[config.mk]
export PLATFORM = sky130hd
export DESIGN_NAME = instruction_field_decoder
export DESIGN_NICKNAME = d
export VERILOG_FILES = /design/src/inc/ifd_types_pkg.sv /design/src/hw/rotate_mask_gen.sv /design/src/hw/svc_target_gen.sv /design/src/hw/instruction_field_decoder.sv
export VERILOG_INCLUDE_DIRS = /design/src /design/src/inc
export SDC_FILE = /design/constraint.sdc
export NUM_CORES = 1
export LEC_CHECK = 0
export BUFFER_PORTS_ARGS = -buffer_cell sky130_fd_sc_hd__buf_2
export CORE_MARGIN = 2
export CORE_UTILIZATION = 45
export DETAILED_ROUTE_END_ITERATION = 10
export GPL_ROUTABILITY_DRIVEN = 0
export PLACE_DENSITY_LB_ADDON = 0.08
export SETUP_SLACK_MARGIN = 0.3
export SYNTH_ARGS = -nofsm -noshare
export SYNTH_HDL_FRONTEND = slang
export SYNTH_SLANG_ARGS = --single-unit
[constraint.sdc]
create_clock -name clk -period 4.6 [get_ports clk]
set_clock_uncertainty 0.1 [all_clocks]
set_input_delay 0.92 -clock clk [delete_from_list [all_inputs] [get_ports clk]]
set_output_delay 0.92 -clock clk [all_outputs]
set_load 0.03 [all_outputs]
[src/inc/ifd_decode_map.svh]
// Purpose: offsets, field positions and fixed values of the instruction field decoder
// Assumes: instruction bits numbered 0 (msb) to 31 (lsb)
// Notes: IFD_BIT turns a big-endian bit number into a vector index
`ifndef IFD_DECODE_MAP_SVH
`define IFD_DECODE_MAP_SVH

`define IFD_BIT(n) (31 - (n))

// field positions, big-endian numbering
`define IFD_OPC_HI 0
`define IFD_OPC_LO 5
`define IFD_TGT_HI 6
`define IFD_TGT_LO 10
`define IFD_GPA_HI 11
`define IFD_GPA_LO 15
`define IFD_GPB_HI 16
`define IFD_GPB_LO 20
`define IFD_IMM_HI 16
`define IFD_IMM_LO 19
`define IFD_LEVEL_HI 20
`define IFD_LEVEL_LO 26
`define IFD_FPC_HI 21
`define IFD_FPC_LO 25
`define IFD_MSTART_HI 21
`define IFD_MSTART_LO 25
`define IFD_MSTOP_HI 26
`define IFD_MSTOP_LO 30
`define IFD_NBYTES_HI 16
`define IFD_NBYTES_LO 20
`define IFD_DISP_HI 6
`define IFD_DISP_LO 29
`define IFD_OE_POS 21
`define IFD_ABS_POS 30
`define IFD_LINK_POS 31

// fixed values
`define IFD_SVC_ABS_ADDR 32'h0000_1FE0
`define IFD_LINK_STEP 32'h0000_0004

// register offsets
`define IFD_REG_CTRL 8'h00
`define IFD_REG_LINK 8'h04
`define IFD_REG_EXCEPT 8'h08
`define IFD_REG_LAST 8'h0C
`define IFD_REG_MASK 8'h10
`define IFD_REG_COUNT 8'h14

// register fields and reset values
`define IFD_CTRL_EN_POS 0
`define IFD_EXC_OVF_POS 0
`define IFD_EXC_SUM_POS 1
`define IFD_CTRL_RESET 32'h0000_0001

`endif

[src/inc/ifd_types_pkg.sv]
// Purpose: shared types of the instruction field decoder
// Assumes: nothing beyond the map header
// Notes: widths and instruction classes only; positions, offsets and fixed values live in the map header
package ifd_types_pkg;
    typedef logic [31:0] word_t;
    typedef logic [4:0] reg_idx_t;
    typedef logic [5:0] opcode_t;
    typedef logic [7:0] reg_addr_t;
    typedef enum logic [1:0] {
        CLASS_OTHER,
        CLASS_BRANCH,
        CLASS_SVC
    } instr_class_t;
endpackage

[src/hw/rotate_mask_gen.sv]
// Purpose: build the 32-bit rotate mask from start and stop indices
// Assumes: indices use big-endian numbering, bit 0 is the msb
// Notes: purely combinational
`timescale 1ns/1ps
`include "ifd_decode_map.svh"
module rotate_mask_gen
    import ifd_types_pkg::*;
(
    // indices
    input wire reg_idx_t start_idx,
    input wire reg_idx_t stop_idx,
    // result
    output word_t mask
);
    logic wraps;
    assign wraps = (start_idx > stop_idx);

    for (genvar i = 0; i < 32; i++) begin : g_bit
        localparam reg_idx_t POS = reg_idx_t'(i);
        logic in_span;
        assign in_span = (POS >= start_idx) && (POS <= stop_idx);
        // wrapped case: zeros strictly between stop and start
        assign mask[`IFD_BIT(i)] = wraps ? ((POS >= start_idx) || (POS <= stop_idx)) : in_span;
    end
endmodule

[src/hw/svc_target_gen.sv]
// Purpose: form the supervisor-call routine address
// Assumes: level is the 7-bit service level
// Notes: purely combinational
`timescale 1ns/1ps
`include "ifd_decode_map.svh"
module svc_target_gen
    import ifd_types_pkg::*;
(
    // call fields
    input wire logic [6:0] level,
    input wire logic absolute,
    // result
    output word_t target
);
    assign target = absolute ? `IFD_SVC_ABS_ADDR : {19'h0_0000, 1'b1, level, 5'h00};
endmodule

[src/hw/instruction_field_decoder.sv]
// Purpose: decode the fixed fields of a 32-bit instruction word
// Assumes: fetch presents one word per cycle with its address; plain register port
// Notes: decoded fields appear one cycle after the word is taken
`timescale 1ns/1ps
`include "ifd_decode_map.svh"
module instruction_field_decoder
    import ifd_types_pkg::*;
#(
    parameter opcode_t BRANCH_OPCODE = 6'h01,
    parameter opcode_t COND_BRANCH_OPCODE = 6'h02,
    parameter opcode_t SVC_OPCODE = 6'h03
) (
    // clock and reset
    input wire logic clk,
    input wire logic resetn,
    // fetch side
    input wire logic instr_valid,
    input wire word_t instr_word,
    input wire word_t instr_addr,
    // overflow report from extended arithmetic
    input wire logic overflow_valid,
    input wire logic overflow_result,
    // register port
    input wire reg_addr_t reg_addr,
    input wire word_t reg_wdata,
    input wire logic reg_write,
    input wire logic reg_read,
    output word_t reg_rdata,
    // decoded fields
    output logic dec_valid,
    output instr_class_t instr_class,
    output opcode_t primary_opcode,
    output reg_idx_t fp_source_c,
    output reg_idx_t fp_store_source,
    output reg_idx_t fp_target,
    output logic [3:0] status_field_imm,
    output logic [6:0] service_level,
    output logic call_absolute_bit,
    output word_t supervisor_call_target,
    output word_t branch_displacement,
    output logic link_bit,
    output reg_idx_t mask_start_index,
    output reg_idx_t mask_stop_index,
    output word_t rotate_mask,
    output reg_idx_t string_byte_count,
    output logic overflow_enable,
    output reg_idx_t gp_operand_a,
    output reg_idx_t gp_operand_b,
    // architected state
    output word_t link_register,
    output logic overflow_flag,
    output logic summary_overflow
);
    // raw field slices
    logic take;
    opcode_t w_opcode;
    reg_idx_t w_tgt, w_gpa, w_gpb, w_fpc, w_mstart, w_mstop, w_nbytes;
    logic [3:0] w_imm;
    logic [6:0] w_level;
    logic [23:0] w_disp;
    logic w_oe, w_abs, w_link;
    word_t w_mask, w_svc;
    instr_class_t w_class;

    logic decode_en;
    assign take = instr_valid && decode_en;

    assign w_opcode = instr_word[`IFD_BIT(`IFD_OPC_HI):`IFD_BIT(`IFD_OPC_LO)];
    assign w_tgt = instr_word[`IFD_BIT(`IFD_TGT_HI):`IFD_BIT(`IFD_TGT_LO)];
    assign w_fpc = instr_word[`IFD_BIT(`IFD_FPC_HI):`IFD_BIT(`IFD_FPC_LO)];
    assign w_gpa = instr_word[`IFD_BIT(`IFD_GPA_HI):`IFD_BIT(`IFD_GPA_LO)];
    assign w_gpb = instr_word[`IFD_BIT(`IFD_GPB_HI):`IFD_BIT(`IFD_GPB_LO)];
    assign w_imm = instr_word[`IFD_BIT(`IFD_IMM_HI):`IFD_BIT(`IFD_IMM_LO)];
    assign w_level = instr_word[`IFD_BIT(`IFD_LEVEL_HI):`IFD_BIT(`IFD_LEVEL_LO)];
    assign w_mstart = instr_word[`IFD_BIT(`IFD_MSTART_HI):`IFD_BIT(`IFD_MSTART_LO)];
    assign w_mstop = instr_word[`IFD_BIT(`IFD_MSTOP_HI):`IFD_BIT(`IFD_MSTOP_LO)];
    assign w_nbytes = instr_word[`IFD_BIT(`IFD_NBYTES_HI):`IFD_BIT(`IFD_NBYTES_LO)];
    assign w_disp = instr_word[`IFD_BIT(`IFD_DISP_HI):`IFD_BIT(`IFD_DISP_LO)];
    assign w_oe = instr_word[`IFD_BIT(`IFD_OE_POS)];
    assign w_abs = instr_word[`IFD_BIT(`IFD_ABS_POS)];
    assign w_link = instr_word[`IFD_BIT(`IFD_LINK_POS)];

    always_comb begin
        if (w_opcode == SVC_OPCODE) begin
            w_class = CLASS_SVC;
        end else if (w_opcode == BRANCH_OPCODE || w_opcode == COND_BRANCH_OPCODE) begin
            w_class = CLASS_BRANCH;
        end else begin
            w_class = CLASS_OTHER;
        end
    end

    rotate_mask_gen u_mask (
        .start_idx(w_mstart),
        .stop_idx(w_mstop),
        .mask(w_mask)
    );

    svc_target_gen u_svc (
        .level(w_level),
        .absolute(w_abs),
        .target(w_svc)
    );

    // decoded field stage
    logic next_dec_valid;
    always_comb begin
        next_dec_valid = take;
    end

    always_ff @(posedge clk or negedge resetn) begin
        if (!resetn) begin
            dec_valid <= 1'b0;
            instr_class <= CLASS_OTHER;
            primary_opcode <= '0;
            fp_source_c <= '0;
            fp_store_source <= '0;
            fp_target <= '0;
            status_field_imm <= '0;
            service_level <= '0;
            call_absolute_bit <= 1'b0;
            supervisor_call_target <= '0;
            branch_displacement <= '0;
            link_bit <= 1'b0;
            mask_start_index <= '0;
            mask_stop_index <= '0;
            rotate_mask <= '0;
            string_byte_count <= '0;
            overflow_enable <= 1'b0;
            gp_operand_a <= '0;
            gp_operand_b <= '0;
        end else begin
            dec_valid <= next_dec_valid;
            // fields hold their last value while nothing is taken
            if (take) begin
                instr_class <= w_class;
                primary_opcode <= w_opcode;
                fp_source_c <= w_fpc;
                fp_store_source <= w_tgt;
                fp_target <= w_tgt;
                status_field_imm <= w_imm;
                service_level <= w_level;
                call_absolute_bit <= w_abs;
                supervisor_call_target <= w_svc;
                branch_displacement <= {{6{w_disp[23]}}, w_disp, 2'b00};
                link_bit <= w_link;
                mask_start_index <= w_mstart;
                mask_stop_index <= w_mstop;
                rotate_mask <= w_mask;
                string_byte_count <= w_nbytes;
                overflow_enable <= w_oe;
                gp_operand_a <= w_gpa;
                gp_operand_b <= w_gpb;
            end
        end
    end

    // software and architected state
    word_t next_link, last_word, next_last, count, next_count;
    logic next_overflow_flag, next_summary_overflow, next_decode_en;
    logic wr_ctrl, wr_link, wr_except;
    assign wr_ctrl = reg_write && (reg_addr == `IFD_REG_CTRL);
    assign wr_link = reg_write && (reg_addr == `IFD_REG_LINK);
    assign wr_except = reg_write && (reg_addr == `IFD_REG_EXCEPT);

    always_comb begin
        next_decode_en = wr_ctrl ? reg_wdata[`IFD_CTRL_EN_POS] : decode_en;
        next_last = take ? instr_word : last_word;
        next_count = take ? count + 32'h0000_0001 : count;
        next_link = wr_link ? reg_wdata : link_register;
        // hardware load beats a software write
        if (take && w_link && (w_class != CLASS_OTHER)) begin
            next_link = instr_addr + `IFD_LINK_STEP;
        end
        // write-one clears first, so a same-cycle update wins
        next_overflow_flag = overflow_flag && !(wr_except && reg_wdata[`IFD_EXC_OVF_POS]);
        next_summary_overflow = summary_overflow && !(wr_except && reg_wdata[`IFD_EXC_SUM_POS]);
        if (overflow_valid && overflow_enable) begin
            next_overflow_flag = overflow_result;
            next_summary_overflow = next_summary_overflow || overflow_result;
        end
    end

    always_ff @(posedge clk or negedge resetn) begin
        if (!resetn) begin
            decode_en <= 1'(`IFD_CTRL_RESET);
            link_register <= '0;
            last_word <= '0;
            count <= '0;
            overflow_flag <= 1'b0;
            summary_overflow <= 1'b0;
        end else begin
            decode_en <= next_decode_en;
            link_register <= next_link;
            last_word <= next_last;
            count <= next_count;
            overflow_flag <= next_overflow_flag;
            summary_overflow <= next_summary_overflow;
        end
    end

    // read port, data stand one cycle after the strobe
    word_t next_rdata;
    always_comb begin
        next_rdata = '0;
        if (reg_read) begin
            case (reg_addr)
                `IFD_REG_CTRL: next_rdata = {31'h0000_0000, decode_en};
                `IFD_REG_LINK: next_rdata = link_register;
                `IFD_REG_EXCEPT: next_rdata = {30'h0000_0000, summary_overflow, overflow_flag};
                `IFD_REG_LAST: next_rdata = last_word;
                `IFD_REG_MASK: next_rdata = rotate_mask;
                `IFD_REG_COUNT: next_rdata = count;
                default: next_rdata = '0;
            endcase
        end
    end

    always_ff @(posedge clk or negedge resetn) begin
        if (!resetn) begin
            reg_rdata <= '0;
        end else begin
            reg_rdata <= next_rdata;
        end
    end

    // checks
    property p_opcode;
        @(posedge clk) disable iff (!resetn)
        take |=> dec_valid && primary_opcode == $past(instr_word[31:26]);
    endproperty
    a_opcode: assert property (p_opcode) else $error("opcode field wrong");

    property p_fp_fields;
        @(posedge clk) disable iff (!resetn)
        take |=> fp_source_c == $past(instr_word[10:6]) && fp_target == $past(instr_word[25:21]);
    endproperty
    a_fp_fields: assert property (p_fp_fields) else $error("fp register fields wrong");

    property p_imm;
        @(posedge clk) disable iff (!resetn)
        take |=> status_field_imm == $past(instr_word[15:12]);
    endproperty
    a_imm: assert property (p_imm) else $error("status immediate wrong");

    property p_svc_rel;
        @(posedge clk) disable iff (!resetn)
        take && !instr_word[1] |=>
            supervisor_call_target == {19'h0_0000, 1'b1, $past(instr_word[11:5]), 5'h00};
    endproperty
    a_svc_rel: assert property (p_svc_rel) else $error("relative call target wrong");

    property p_svc_abs;
        @(posedge clk) disable iff (!resetn)
        take && instr_word[1] |=> call_absolute_bit && supervisor_call_target == 32'h0000_1FE0;
    endproperty
    a_svc_abs: assert property (p_svc_abs) else $error("absolute call target wrong");

    property p_disp;
        @(posedge clk) disable iff (!resetn)
        take |=> branch_displacement[1:0] == 2'b00
            && $signed(branch_displacement) == $signed({$past(instr_word[25:2]), 2'b00});
    endproperty
    a_disp: assert property (p_disp) else $error("branch displacement wrong");

    property p_link_keep;
        @(posedge clk) disable iff (!resetn)
        take && !instr_word[0] && !wr_link |=> $stable(link_register);
    endproperty
    a_link_keep: assert property (p_link_keep) else $error("link register changed");

    property p_link_load;
        @(posedge clk) disable iff (!resetn)
        take && instr_word[0] && w_class != CLASS_OTHER |=>
            link_register == $past(instr_addr) + 32'h0000_0004;
    endproperty
    a_link_load: assert property (p_link_load) else $error("link register not loaded");

    property p_mask_ends;
        @(posedge clk) disable iff (!resetn)
        take |=> rotate_mask[31 - mask_start_index] && rotate_mask[31 - mask_stop_index]
            && mask_start_index == $past(instr_word[10:6]);
    endproperty
    a_mask_ends: assert property (p_mask_ends) else $error("mask ends not set");

    property p_mask_wrap;
        @(posedge clk) disable iff (!resetn)
        dec_valid && mask_start_index > mask_stop_index + 5'd1 |->
            !rotate_mask[31 - (mask_stop_index + 5'd1)];
    endproperty
    a_mask_wrap: assert property (p_mask_wrap) else $error("wrapped mask gap wrong");

    property p_nb;
        @(posedge clk) disable iff (!resetn)
        take |=> string_byte_count == $past(instr_word[15:11]);
    endproperty
    a_nb: assert property (p_nb) else $error("string byte count wrong");

    property p_overflow_inhibit;
        @(posedge clk) disable iff (!resetn)
        overflow_valid && !overflow_enable && !wr_except |=>
            $stable(overflow_flag) && $stable(summary_overflow);
    endproperty
    a_overflow_inhibit: assert property (p_overflow_inhibit) else $error("overflow flags moved");

    property p_gpr;
        @(posedge clk) disable iff (!resetn)
        take |=> gp_operand_a == $past(instr_word[20:16]) && gp_operand_b == $past(instr_word[15:11]);
    endproperty
    a_gpr: assert property (p_gpr) else $error("general register fields wrong");
endmodule

==> After elaboration in Yosys (flattened, before gate mapping) <==
Index checks and enable logic that the tools add are counted.
{ "word_totals": {"ff_bits": 267, "output_inout_bits": 225, "word_cells": 221} }
{ "classes": {"n_addsub": 2, "n_lt_le_gt_ge": 65, "n_eq_ne": 8, "n_mux": 41, "reduce_logical": 82} }
{ "ops": {"columns": ["op", "count"], "rows": [
  ["case mux 32 bit (6 select lines)", 1],
  ["2-to-1 mux 32 bit", 3],
  ["greater-or-equal comparator 5 bit (first input constant)", 16],
  ["<= comparator 5 bit (first input constant)", 16],
  ["logical AND 1 bit", 43],
  ["greater-or-equal comparator 4 x 5 -> 1 bit (first input constant)", 8],
  ["<= comparator 4 x 5 -> 1 bit (first input constant)", 8],
  ["2-to-1 mux 1 bit", 35],
  ["logical OR 1 bit", 34],
  ["adder 32 x 1 -> 32 bit (second input constant)", 1],
  ["adder 32 x 3 -> 32 bit (second input constant)", 1],
  ["greater-or-equal comparator 3 x 5 -> 1 bit (first input constant)", 4],
  ["<= comparator 3 x 5 -> 1 bit (first input constant)", 4],
  ["== test 8 x 4 -> 1 bit (second input constant)", 2],
  ["== test 8 x 5 -> 1 bit (second input constant)", 2],
  ["== test 6 x 2 -> 1 bit (second input constant)", 2],
  ["2-to-1 mux 12 bit", 1],
  ["greater-or-equal comparator 1 x 5 -> 1 bit (first input constant)", 2],
  ["greater-or-equal comparator 2 x 5 -> 1 bit (first input constant)", 2],
  ["<= comparator 1 x 5 -> 1 bit (first input constant)", 2],
  ["<= comparator 2 x 5 -> 1 bit (first input constant)", 2],
  ["== test 8 x 3 -> 1 bit (second input constant)", 1],
  ["zero test 8 bit", 1],
  ["== test 6 x 1 -> 1 bit (second input constant)", 1],
  ["other kinds (4)", 6]
]} }

==> Depth between registers and ports, before layout <==
Gate-level depths: netlist of run 1.
{ "logic_depth": {"depth_word": 7, "mapped_depth": 10, "ltp_nobuf": 7} }

==> By module <==
A second synthesis of run 1 with hierarchy kept.
{ "hier_totals": {"cells_unflattened": 1205, "hier_area_um2": 10869.2} }
{ "modules_own_cells": {"columns": ["module", "n_inst", "cells_each", "area_each_um2"], "rows": [
  ["instruction_field_decoder", 1, 1034, 9666.8],
  ["rotate_mask_gen", 1, 137, 963.4],
  ["svc_target_gen", 1, 34, 239.0]
]} }

==> Least setup slack after synthesis of run 1 <==
Ideal clock, no wire load.
{ "synth_path": {"kind": "input-to-reg", "startpoint": "input instr_word[6]", "endpoint": "register rotate_mask[4]", "setup_time_ns": 0.125, "arrival_ns": 2.653, "t_required_ns": 4.375, "slack_ns": 1.722, "stages": 8, "path_buffers": 2, "cell_sequence": "clkbuf_1 -> inv_1 -> ha_1 -> or2_2 -> o21a_1 -> buf_2 -> maj3_1 -> mux2_2"} }
{ "synth_via": {"elab_chain_cells": 3, "word_cells_on_any_way": 5, "cone_classes": "order compare: 2; mux: 1; reduce/logical: 2"} }
{ "synth_rtl": {"columns": ["element", "line_no", "source"], "rows": [
  ["from (decl)", "instruction_field_decoder.sv:18", "input wire word_t instr_word,"],
  ["greater-or-equal comparator 5 bit", "rotate_mask_gen.sv:21, rotate_mask_gen.sv:23", null],
  ["logical AND 1 bit or logical OR 1 bit (tied branches)", "rotate_mask_gen.sv:21, rotate_mask_gen.sv:23", null],
  ["2-to-1 mux 1 bit (*)", "rotate_mask_gen.sv:23", "assign mask[`IFD_BIT(i)] = wraps ? ((POS >= start_idx) || (POS <= stop_idx)) : in_span;"],
  ["to (signal assigned)", "instruction_field_decoder.sv:149", "rotate_mask <= w_mask;"],
  ["to (decl)", "instruction_field_decoder.sv:44", "output word_t rotate_mask,"]
]} }
Every way passes the cells marked *; elsewhere a longest branch is shown, timed or not.
A chain may end at the register's enable or synchronous reset.

==> Worst setup path in the final report of run 1 <==
{ "layout_path": {"startpoint": "input instr_word[5]", "endpoint": "register rotate_mask[10]"} }
{ "layout_via": {"elab_chain_cells": 3, "word_cells_on_any_way": 5, "cone_classes": "order compare: 2; mux: 1; reduce/logical: 2"} }
{ "layout_rtl": {"columns": ["element", "line_no"], "rows": [
  ["<= comparator 5 bit", "rotate_mask_gen.sv:21, rotate_mask_gen.sv:23"],
  ["logical AND 1 bit or logical OR 1 bit (tied branches)", "rotate_mask_gen.sv:21, rotate_mask_gen.sv:23"],
  ["2-to-1 mux 1 bit (*)", "rotate_mask_gen.sv:23"]
]} }
Marks and branches as above.

==> results of run 1 <==
where the power goes:
group	internal [mW]	leakage (nW)	total, mW	switching (mW)
logic	0.461	3.46	1.65	1.19
clock network	1.04	0.324	1.68	0.641
registers	1.75	2.34	2.03	0.275
total	3.25	6.13	5.36	2.11
flip-flops by register name, summed over array words and instances, names as in the netlist, 2 cells and up:
| register | count |
|---|---|
| count | 32 |
| link_register | 32 |
| reg_rdata | 32 |
| rotate_mask | 32 |
| supervisor_call_target | 8 |
| primary_opcode | 6 |
| service_level | 6 |
| fp_target | 4 |
| gp_operand_a | 4 |
| last_word | 4 |
| mask_stop_index | 4 |
| status_field_imm | 3 |
| instr_class | 2 |
kinds of logic (layout without fill, tap and decap cells):
logic type,Yosys count,count (layout),synth area share [%]
flip-flops,174,174,44.08
other,1,27,0.03795
AO/OA/AOI/OAI,185,185,12.49
multiplexers,91,91,9.776
adder cells (fa/ha/maj),25,25,2.735
buffers and inverters,158,363,9.928
XOR/XNOR,60,60,5.318
AND/OR/NAND/NOR,330,330,15.64
area by class of cell:
cell class	count	area (sq um)	area share, %
antenna	1	2.502	0.02135
timing repair buffer	318	1633	13.93
sequential	174	4355	37.16
inverter	13	48.80	0.4163
clock buffer	19	442.9	3.779
clock inverter	13	235.2	2.007
tap	280	350.3	2.989
multi-input combinational	717	4653	39.70
cell usage after synthesis, types with 9 or more instances:
master | count | area (sq um)
clkbuf_1 | 30 | 112.6
a22oi_1 | 30 | 225.2
nor2_1 | 66 | 247.7
o21ai_0 | 46 | 230.2
mux2i_1 | 56 | 560.5
buf_4 | 84 | 630.6
dfrtp_1 | 173 | 4329
xnor2_1 | 31 | 271.5
mux2_2 | 34 | 382.9
nand2_1 | 169 | 634.4
nand4_1 | 23 | 143.9
nand3_1 | 23 | 115.1
buf_2 | 13 | 65.06
xor2_1 | 29 | 254.0
a21oi_1 | 27 | 135.1
a22o_1 | 31 | 271.5
inv_1 | 12 | 45.04
maj3_1 | 17 | 170.2
nor3_1 | 9 | 45.04
buf_1 | 11 | 41.29
worst register-to-register path, stage by stage (launching register included):
cell and delay, ns:
dfstp_2 0.59, nand2_4 0.25, inv_2 0.77, mux2_2 0.43
through the flow:
stage	utilization, %	setup WS [ns]	cell area (sq um)	cells
finish	54.04	1.532	11720	1535
global route	54.04	1.297	11720	1535
CTS	54.03	1.566	11720	1534
detailed placement	50.91	1.116	11040	1502
global placement	50.91	1.213	11040	1502
floorplan	-	1.722	9975	1049
layer usage:
metal | share of wire (%) | vias to the layer above | GRT usage [%] | wire [um]
met2 | 49 | 298 | 41.59 | 14440
li1 | - | 3886 | - | -
met3 | 5.4 | 31 | 3.868 | 1616
met5 | 0 | - | 0 | 0
met1 | 45 | 3957 | 35.63 | 13220
met4 | 1.4 | 0 | 6.587 | 416
final timing paths:
kind	startpoint	end	slack, ns	depth (start not counted)
max	instr_word[5]	rotate_mask[10]	1.53	8
min	supervisor_call_target[11]	supervisor_call_target[11]	0.37	2
max reg2reg	decode_en	rotate_mask[10]	2.35	3
min reg2reg	supervisor_call_target[11]	supervisor_call_target[11]	0.37	2
max in group asynchronous	resetn	decode_en	2.96	2
min in group asynchronous	resetn	link_register[23]	0.49	1
==> impl_results.md, run 1 <==
- Slowest cell delay on critical path: 0.48 ns
- Clock Tree Root: clkbuf_16
- Buf/Inv on CP: 2
- Filler cells: 2066
- Antenna violations before repair: 1
- Dpl hpwl: 21630 um
- Hold Slack: 0.3653 ns
- Post-route antenna net violation count: 0
- Syn avg cell area: 9.649 sq um
- CP delay by family, top: adder cells
- Worst-Skew Late Latency: 0.43 ns
- CTS Sinks: 174
- Endpoint class of the critical path: register
- Post-cts resize count: 0
- Worst-case clock buffer depth: 2
- H-tree levels: 4
- Outcome: complete, no violations
- Max-Cap Viols: 0
- Router iterations before antenna repair: 5
- Number of placed I/O pins: 336
- Iteration-0 DRC Markers: 587
- Area grow syn2layout: 18.63%
- Yosys warnings: 0
- Hold Buf Count CTS: 0
- Initial Utilization: 45.56%
- Post-CTS Repair Setup Buffers: 0
- Nets: 1360
- WL per Instance: 19.35 um
- Chip Width: 152.2 um
- Final setup fails: 0
- Async set-reset flop share out of synthesis: 100.0%
- Slew headroom: 23.29%
- Final Hold Vio Count: 0
- Largest net degree at the start of global routing: 98
- Vias: 8172
- RSZ-0062 raised after global routing: false
- Critical path, cell by cell: buf_2 > inv_1 > ha_1 > nand4_1 > or2_2 > o21a_1 > maj3_1 > mux2_2
- Max FO, Critical Path: 25
- Worst Hold Class: reg -> reg
- Slew @ Worst Pin: 1.151 ns
- Final period util: 66.69%
- Fmax: 0.3260 GHz
- Core footprint: 0.02169 sq mm
- Setup TNS: 0 ns
- Site row count: 54
- Die area: 0.02316 sq mm
- Gr ovfl total: 0
- Vias in the first global route: 7789
- Most frequent cells in the layout: 308 x buf_2, 173 x dfrtp_1, 168 x nand2_1, 66 x nor2_1, 56 x mux2i_1
- Synth Instances: 1024
- Seq/Total Area, Yosys: 44.08%
- Post-synth EDFFs: 0
- Setup crit start kind: input port
- Post-synthesis cell area: 0.009881 sq mm
- Peak VDD IR: 0.2586 mV
- Proportion of layout cells with a drive suffix above 1: 32.46%
- Critical-path top delay cell: maj3_1
- Total CTS buffers: 17
- Fin. max-slew vios: 0
- Worst EP required: 4.82 ns
- Kind of critical path: in -> reg
- CTS tree: yes
- Power Total: 5.359 mW
- I/O Buffers: 309
- Via density: 5.324
- GRT Util Overall: 25.42%
- Register bit total from synthesis: 174
- Die Ht: 152.2 um
- Clock transition at path regs: 0.06 ns
- P_leak: 6.127 nW
- Post-route minimum period: 3.068 ns
- Crit path DAT: 3.28 ns
- Library cells used by synthesis: 62
- Commonest non-fill, non-tap cell in the layout: buf_2
- P per Cell Area: 457.2 mW/mm^2
- DRC Markers: 0
- WL final: 29700 um
- Global-route wire length before repair: 45990 um
- Commonest register cell after synthesis: dfrtp_1
No activity file was read; power rests on OpenSTA's default activity.
==> inputs of run 2 (changes only) <==
- ABC_AREA: unset -> 1
- clock period: 4.6 -> 3.05 ns (I/O delays scaled with it)
==> impl_results.md, run 2 <==
- Number of placed I/O pins: 336 (unchanged)
- Post-synth EDFFs: 0 (unchanged)
- Library cells used by synthesis: 39 (was 62)
- Peak VDD IR: 0.4062 mV (was 0.2586 mV)
- Commonest non-fill, non-tap cell in the layout: nand2_1 (was buf_2)
- Nets: 1933 (was 1360)
- P_leak: 7.112 nW (was 6.127 nW)
- Largest area contributor in the netlist: dfrtp_1 (unchanged)
- Slew @ Worst Pin: 0.8577 ns (was 1.151 ns)
- Most common cell in the netlist: nand2_1 (was dfrtp_1)
- Slowest cell delay on critical path: 0.59 ns (was 0.48 ns)
- Most frequent cells in the layout: 486 x nand2_1, 308 x buf_2, 253 x nor2_1, 199 x nand3_1, 173 x dfrtp_1 (was 308 x buf_2, 173 x dfrtp_1, 168 x nand2_1, 66 x nor2_1, 56 x mux2i_1)
- Proportion of layout cells with a drive suffix above 1: 20.96% (was 32.46%)
- Initial Utilization: 46.02% (was 45.56%)
- Iteration-0 DRC Markers: 951 (was 587)
- Register bit total from synthesis: 174 (unchanged)
- Final setup fails: 0 (unchanged)
- Hold Buf Count CTS: 0 (unchanged)
- Clock network fraction of total power: 28.7% (was 31.3%)
- Chip Width: 159.2 um (was 152.2 um)
- Fin. max-slew vios: 0 (unchanged)
- Worst EP required: 3.27 ns (was 4.82 ns)
- Endpoint class of the critical path: register (unchanged)
- Final Hold Vio Count: 0 (unchanged)
- Vias in the first global route: 10120 (was 7789)
- WL final: 35020 um (was 29700 um)
- Setup TNS: 0 ns (unchanged)
- Commonest register cell after synthesis: dfrtp_1 (unchanged)
- PnR worst setup slack: 0.7649 ns (was 1.532 ns)
- Place WS: 0.3604 ns (was 1.116 ns)
- Simple-gate share of the synthesized area: 38.46% (was 15.64%)
- Yosys warnings: 0 (unchanged)
- Cell area after layout: 0.01278 sq mm (was 0.01172 sq mm)
- Post-Synth XOR/XNOR Area: 2.182% (was 5.318%)
- I/O Buffers: 309 (unchanged)
- Worst-Skew Late Latency: 0.43 ns (about the same)
- Max FO, Critical Path: 59 (was 25)
- Clock transition at path regs: 0.07 ns (was 0.06 ns)
- P per Cell Area: 619.6 mW/mm^2 (was 457.2 mW/mm^2)
- Post-cts resize count: 0 (unchanged)
- Net switching power: 3.314 mW (was 2.109 mW)
- Logic pwr share: 31.9% (was 30.9%)
- GRT Util Overall: 27.58% (was 25.42%)
- Syn avg cell area: 6.849 sq um (was 9.649 sq um)
- Router iterations before antenna repair: 7 (was 5)
- Crit path DAT: 2.50 ns (was 3.28 ns)
- Multiplexer area fraction after synthesis: 0% (was 9.776%)
- Main combinational cell family by area after synthesis: simple AND/OR/NAND/NOR gates (unchanged)
- Top cell type's share of synthesized area: 39.95% (was 43.81%)
- Synth Area in Compound Gates: 4.873% (was 12.49%)
- Synth Instances: 1582 (was 1024)
- Power Total: 7.921 mW (was 5.359 mW)
- CTS tree: yes (unchanged)
- CTS Sinks: 174 (unchanged)
- RSZ-0062 raised after global routing: false (unchanged)
- Critical-path top delay cell: dfstp_2 (was maj3_1)
- Slew headroom: 42.82% (was 23.29%)
- Vias: 10880 (was 8172)
- Critical path, cell by cell: nand2_4 > inv_2 > buf_4 > nand2_1 > nor2_1 > nand3b_1 > xor2_1 > inv_1 (was buf_2 > inv_1 > ha_1 > nand4_1 > or2_2 > o21a_1 > maj3_1 > mux2_2)
- Final period util: 74.92%
- Max-Cap Viols: 0 (unchanged)
- Largest net degree at the start of global routing: 87 (was 98)
- Int Power: 4.607 mW (was 3.250 mW)
- Post-synthesis adder-cell area fraction: 0.9238% (was 2.735%)
- Site row count: 56 (was 54)
- Gr ovfl total: 0 (unchanged)
- Clock Tree Root: clkbuf_16 (unchanged)
- Global-route wire length before repair: 55860 um (was 45990 um)
- Ant. Diodes: 0 (was 1)
- Outcome: complete, no violations (unchanged)
- Post-CTS Repair Setup Buffers: 0 (unchanged)
- Via density: 5.072 (was 5.324)
- Total CTS buffers: 17 (unchanged)
- Core footprint: 0.02354 sq mm (was 0.02169 sq mm)
- Die area: 0.02534 sq mm (was 0.02316 sq mm)
- Setup crit start kind: register (was input port)
- Async set-reset flop share out of synthesis: 100.0% (unchanged)
- Top post-synthesis cells by count: 486 x nand2_1, 253 x nor2_1, 199 x nand3_1 (was 173 x dfrtp_1, 169 x nand2_1, 84 x buf_4)
- H-tree levels: 4 (unchanged)
- Sequential group share of total power: 39.4% (was 37.8%)
- Kind of critical path: reg -> reg (was in -> reg)
- Area grow syn2layout: 17.98% (was 18.63%)
- Die Ht: 159.2 um (was 152.2 um)
- Area contributors post-synth: dfrtp_1 40%, nand2_1 17%, nand3_1 9.2% (was dfrtp_1 44%, nand2_1 6.4%, buf_4 6.4%)
- Post-route minimum period: 2.285 ns
- WL per Instance: 16.32 um (was 19.35 um)
- Antenna violations before repair: 0 (was 1)
- Seq/Total Area, Yosys: 40.20% (was 44.08%)
- Worst Hold Class: in -> async (was reg -> reg)
- Final Util: 54.30% (was 54.04%)
- Worst-case clock buffer depth: 2 (unchanged)
- Post-synthesis cell area: 0.01084 sq mm (was 0.009881 sq mm)
- Post-route antenna net violation count: 0 (unchanged)
- Switching Share: 41.84% (was 39.36%)
- Fmax: 0.4376 GHz
- DRC Markers: 0 (unchanged)
- Area of placed instances: 0.01218 sq mm (was 0.01104 sq mm)
- Dpl hpwl: 27110 um (was 21630 um)
run 2: cell families (layout without fill, tap and decap cells):
family,count (synthesis),after routing
simple gates,992,992
buf+inv,281,501
flops,174,174
compound gates,99,99
xor+xnor,27,27
fa+ha+maj,8,8
other cells,1,26
run 2: metal layers:
metal / part of all wire [%] / global-route usage (%) / vias to the layer above
li1: - / - / 5342
met1: 44 / 39.00 / 5051
met2: 47 / 44.23 / 444
met3: 6.9 / 4.272 / 47
met4: 1.9 / 7.479 / 0
met5: 0 / 0 / -
run 2: layout make-up:
| class | instances | area, sq um |
|---|---|---|
| tap | 319 | 399.1 |
| clock inverter | 13 | 151.4 |
| clock buffer | 19 | 452.9 |
| inverter | 142 | 533.0 |
| multi-input combinational | 1152 | 5141 |
| fill | 2445 | 10760 |
| sequential | 174 | 4355 |
| timing repair buffer | 327 | 1750 |
run 2: power by group through the flow:
| stage | Clock (mW) | Sequential, mW | Combinational [mW] |
|---|---|---|---|
| global placement | 0 | 3.15 | 2.52 |
| global route | 2.43 | 3.17 | 2.70 |
| detailed placement | 0 | 3.15 | 2.54 |
| floorplan | 0 | 3.66 | 1.33 |
| CTS | 2.31 | 3.11 | 2.54 |
| finish | 2.27 | 3.12 | 2.53 |
run 2: through the flow:
step,hold WS [ns],cells
CTS,0.01488,2146
global route,0.02100,2146
detailed placement,0.3587,2114
floorplan,0.2144,1607
global placement,0.3502,2114
finish,0.001569,2146
run 2: path summary, 6_finish.rpt:
kind                            slack (ns)           start                   endpoint  cells past startpoint
worst max register to register        0.76       decode_en                  count[24]                      8
worst min-delay path                 0.002          resetn  supervisor_call_target[6]                      1
max in group asynchronous             2.07          resetn            gp_operand_a[3]                      2
worst min register to register        0.37       count[31]                  count[31]                      1
min in group clk                      0.27  instr_word[16]            gp_operand_a[0]                      3
worst max-delay path                  0.76       decode_en                  count[24]                      8
run 2: worst max-delay path: cells and delay by family (launching register included):
family,cells,cell delay [ns]
buffers and inverters,3,0.67
and+or+nand+nor,4,0.64
DFF,1,0.59
xor gates and xnor gates,1,0.16
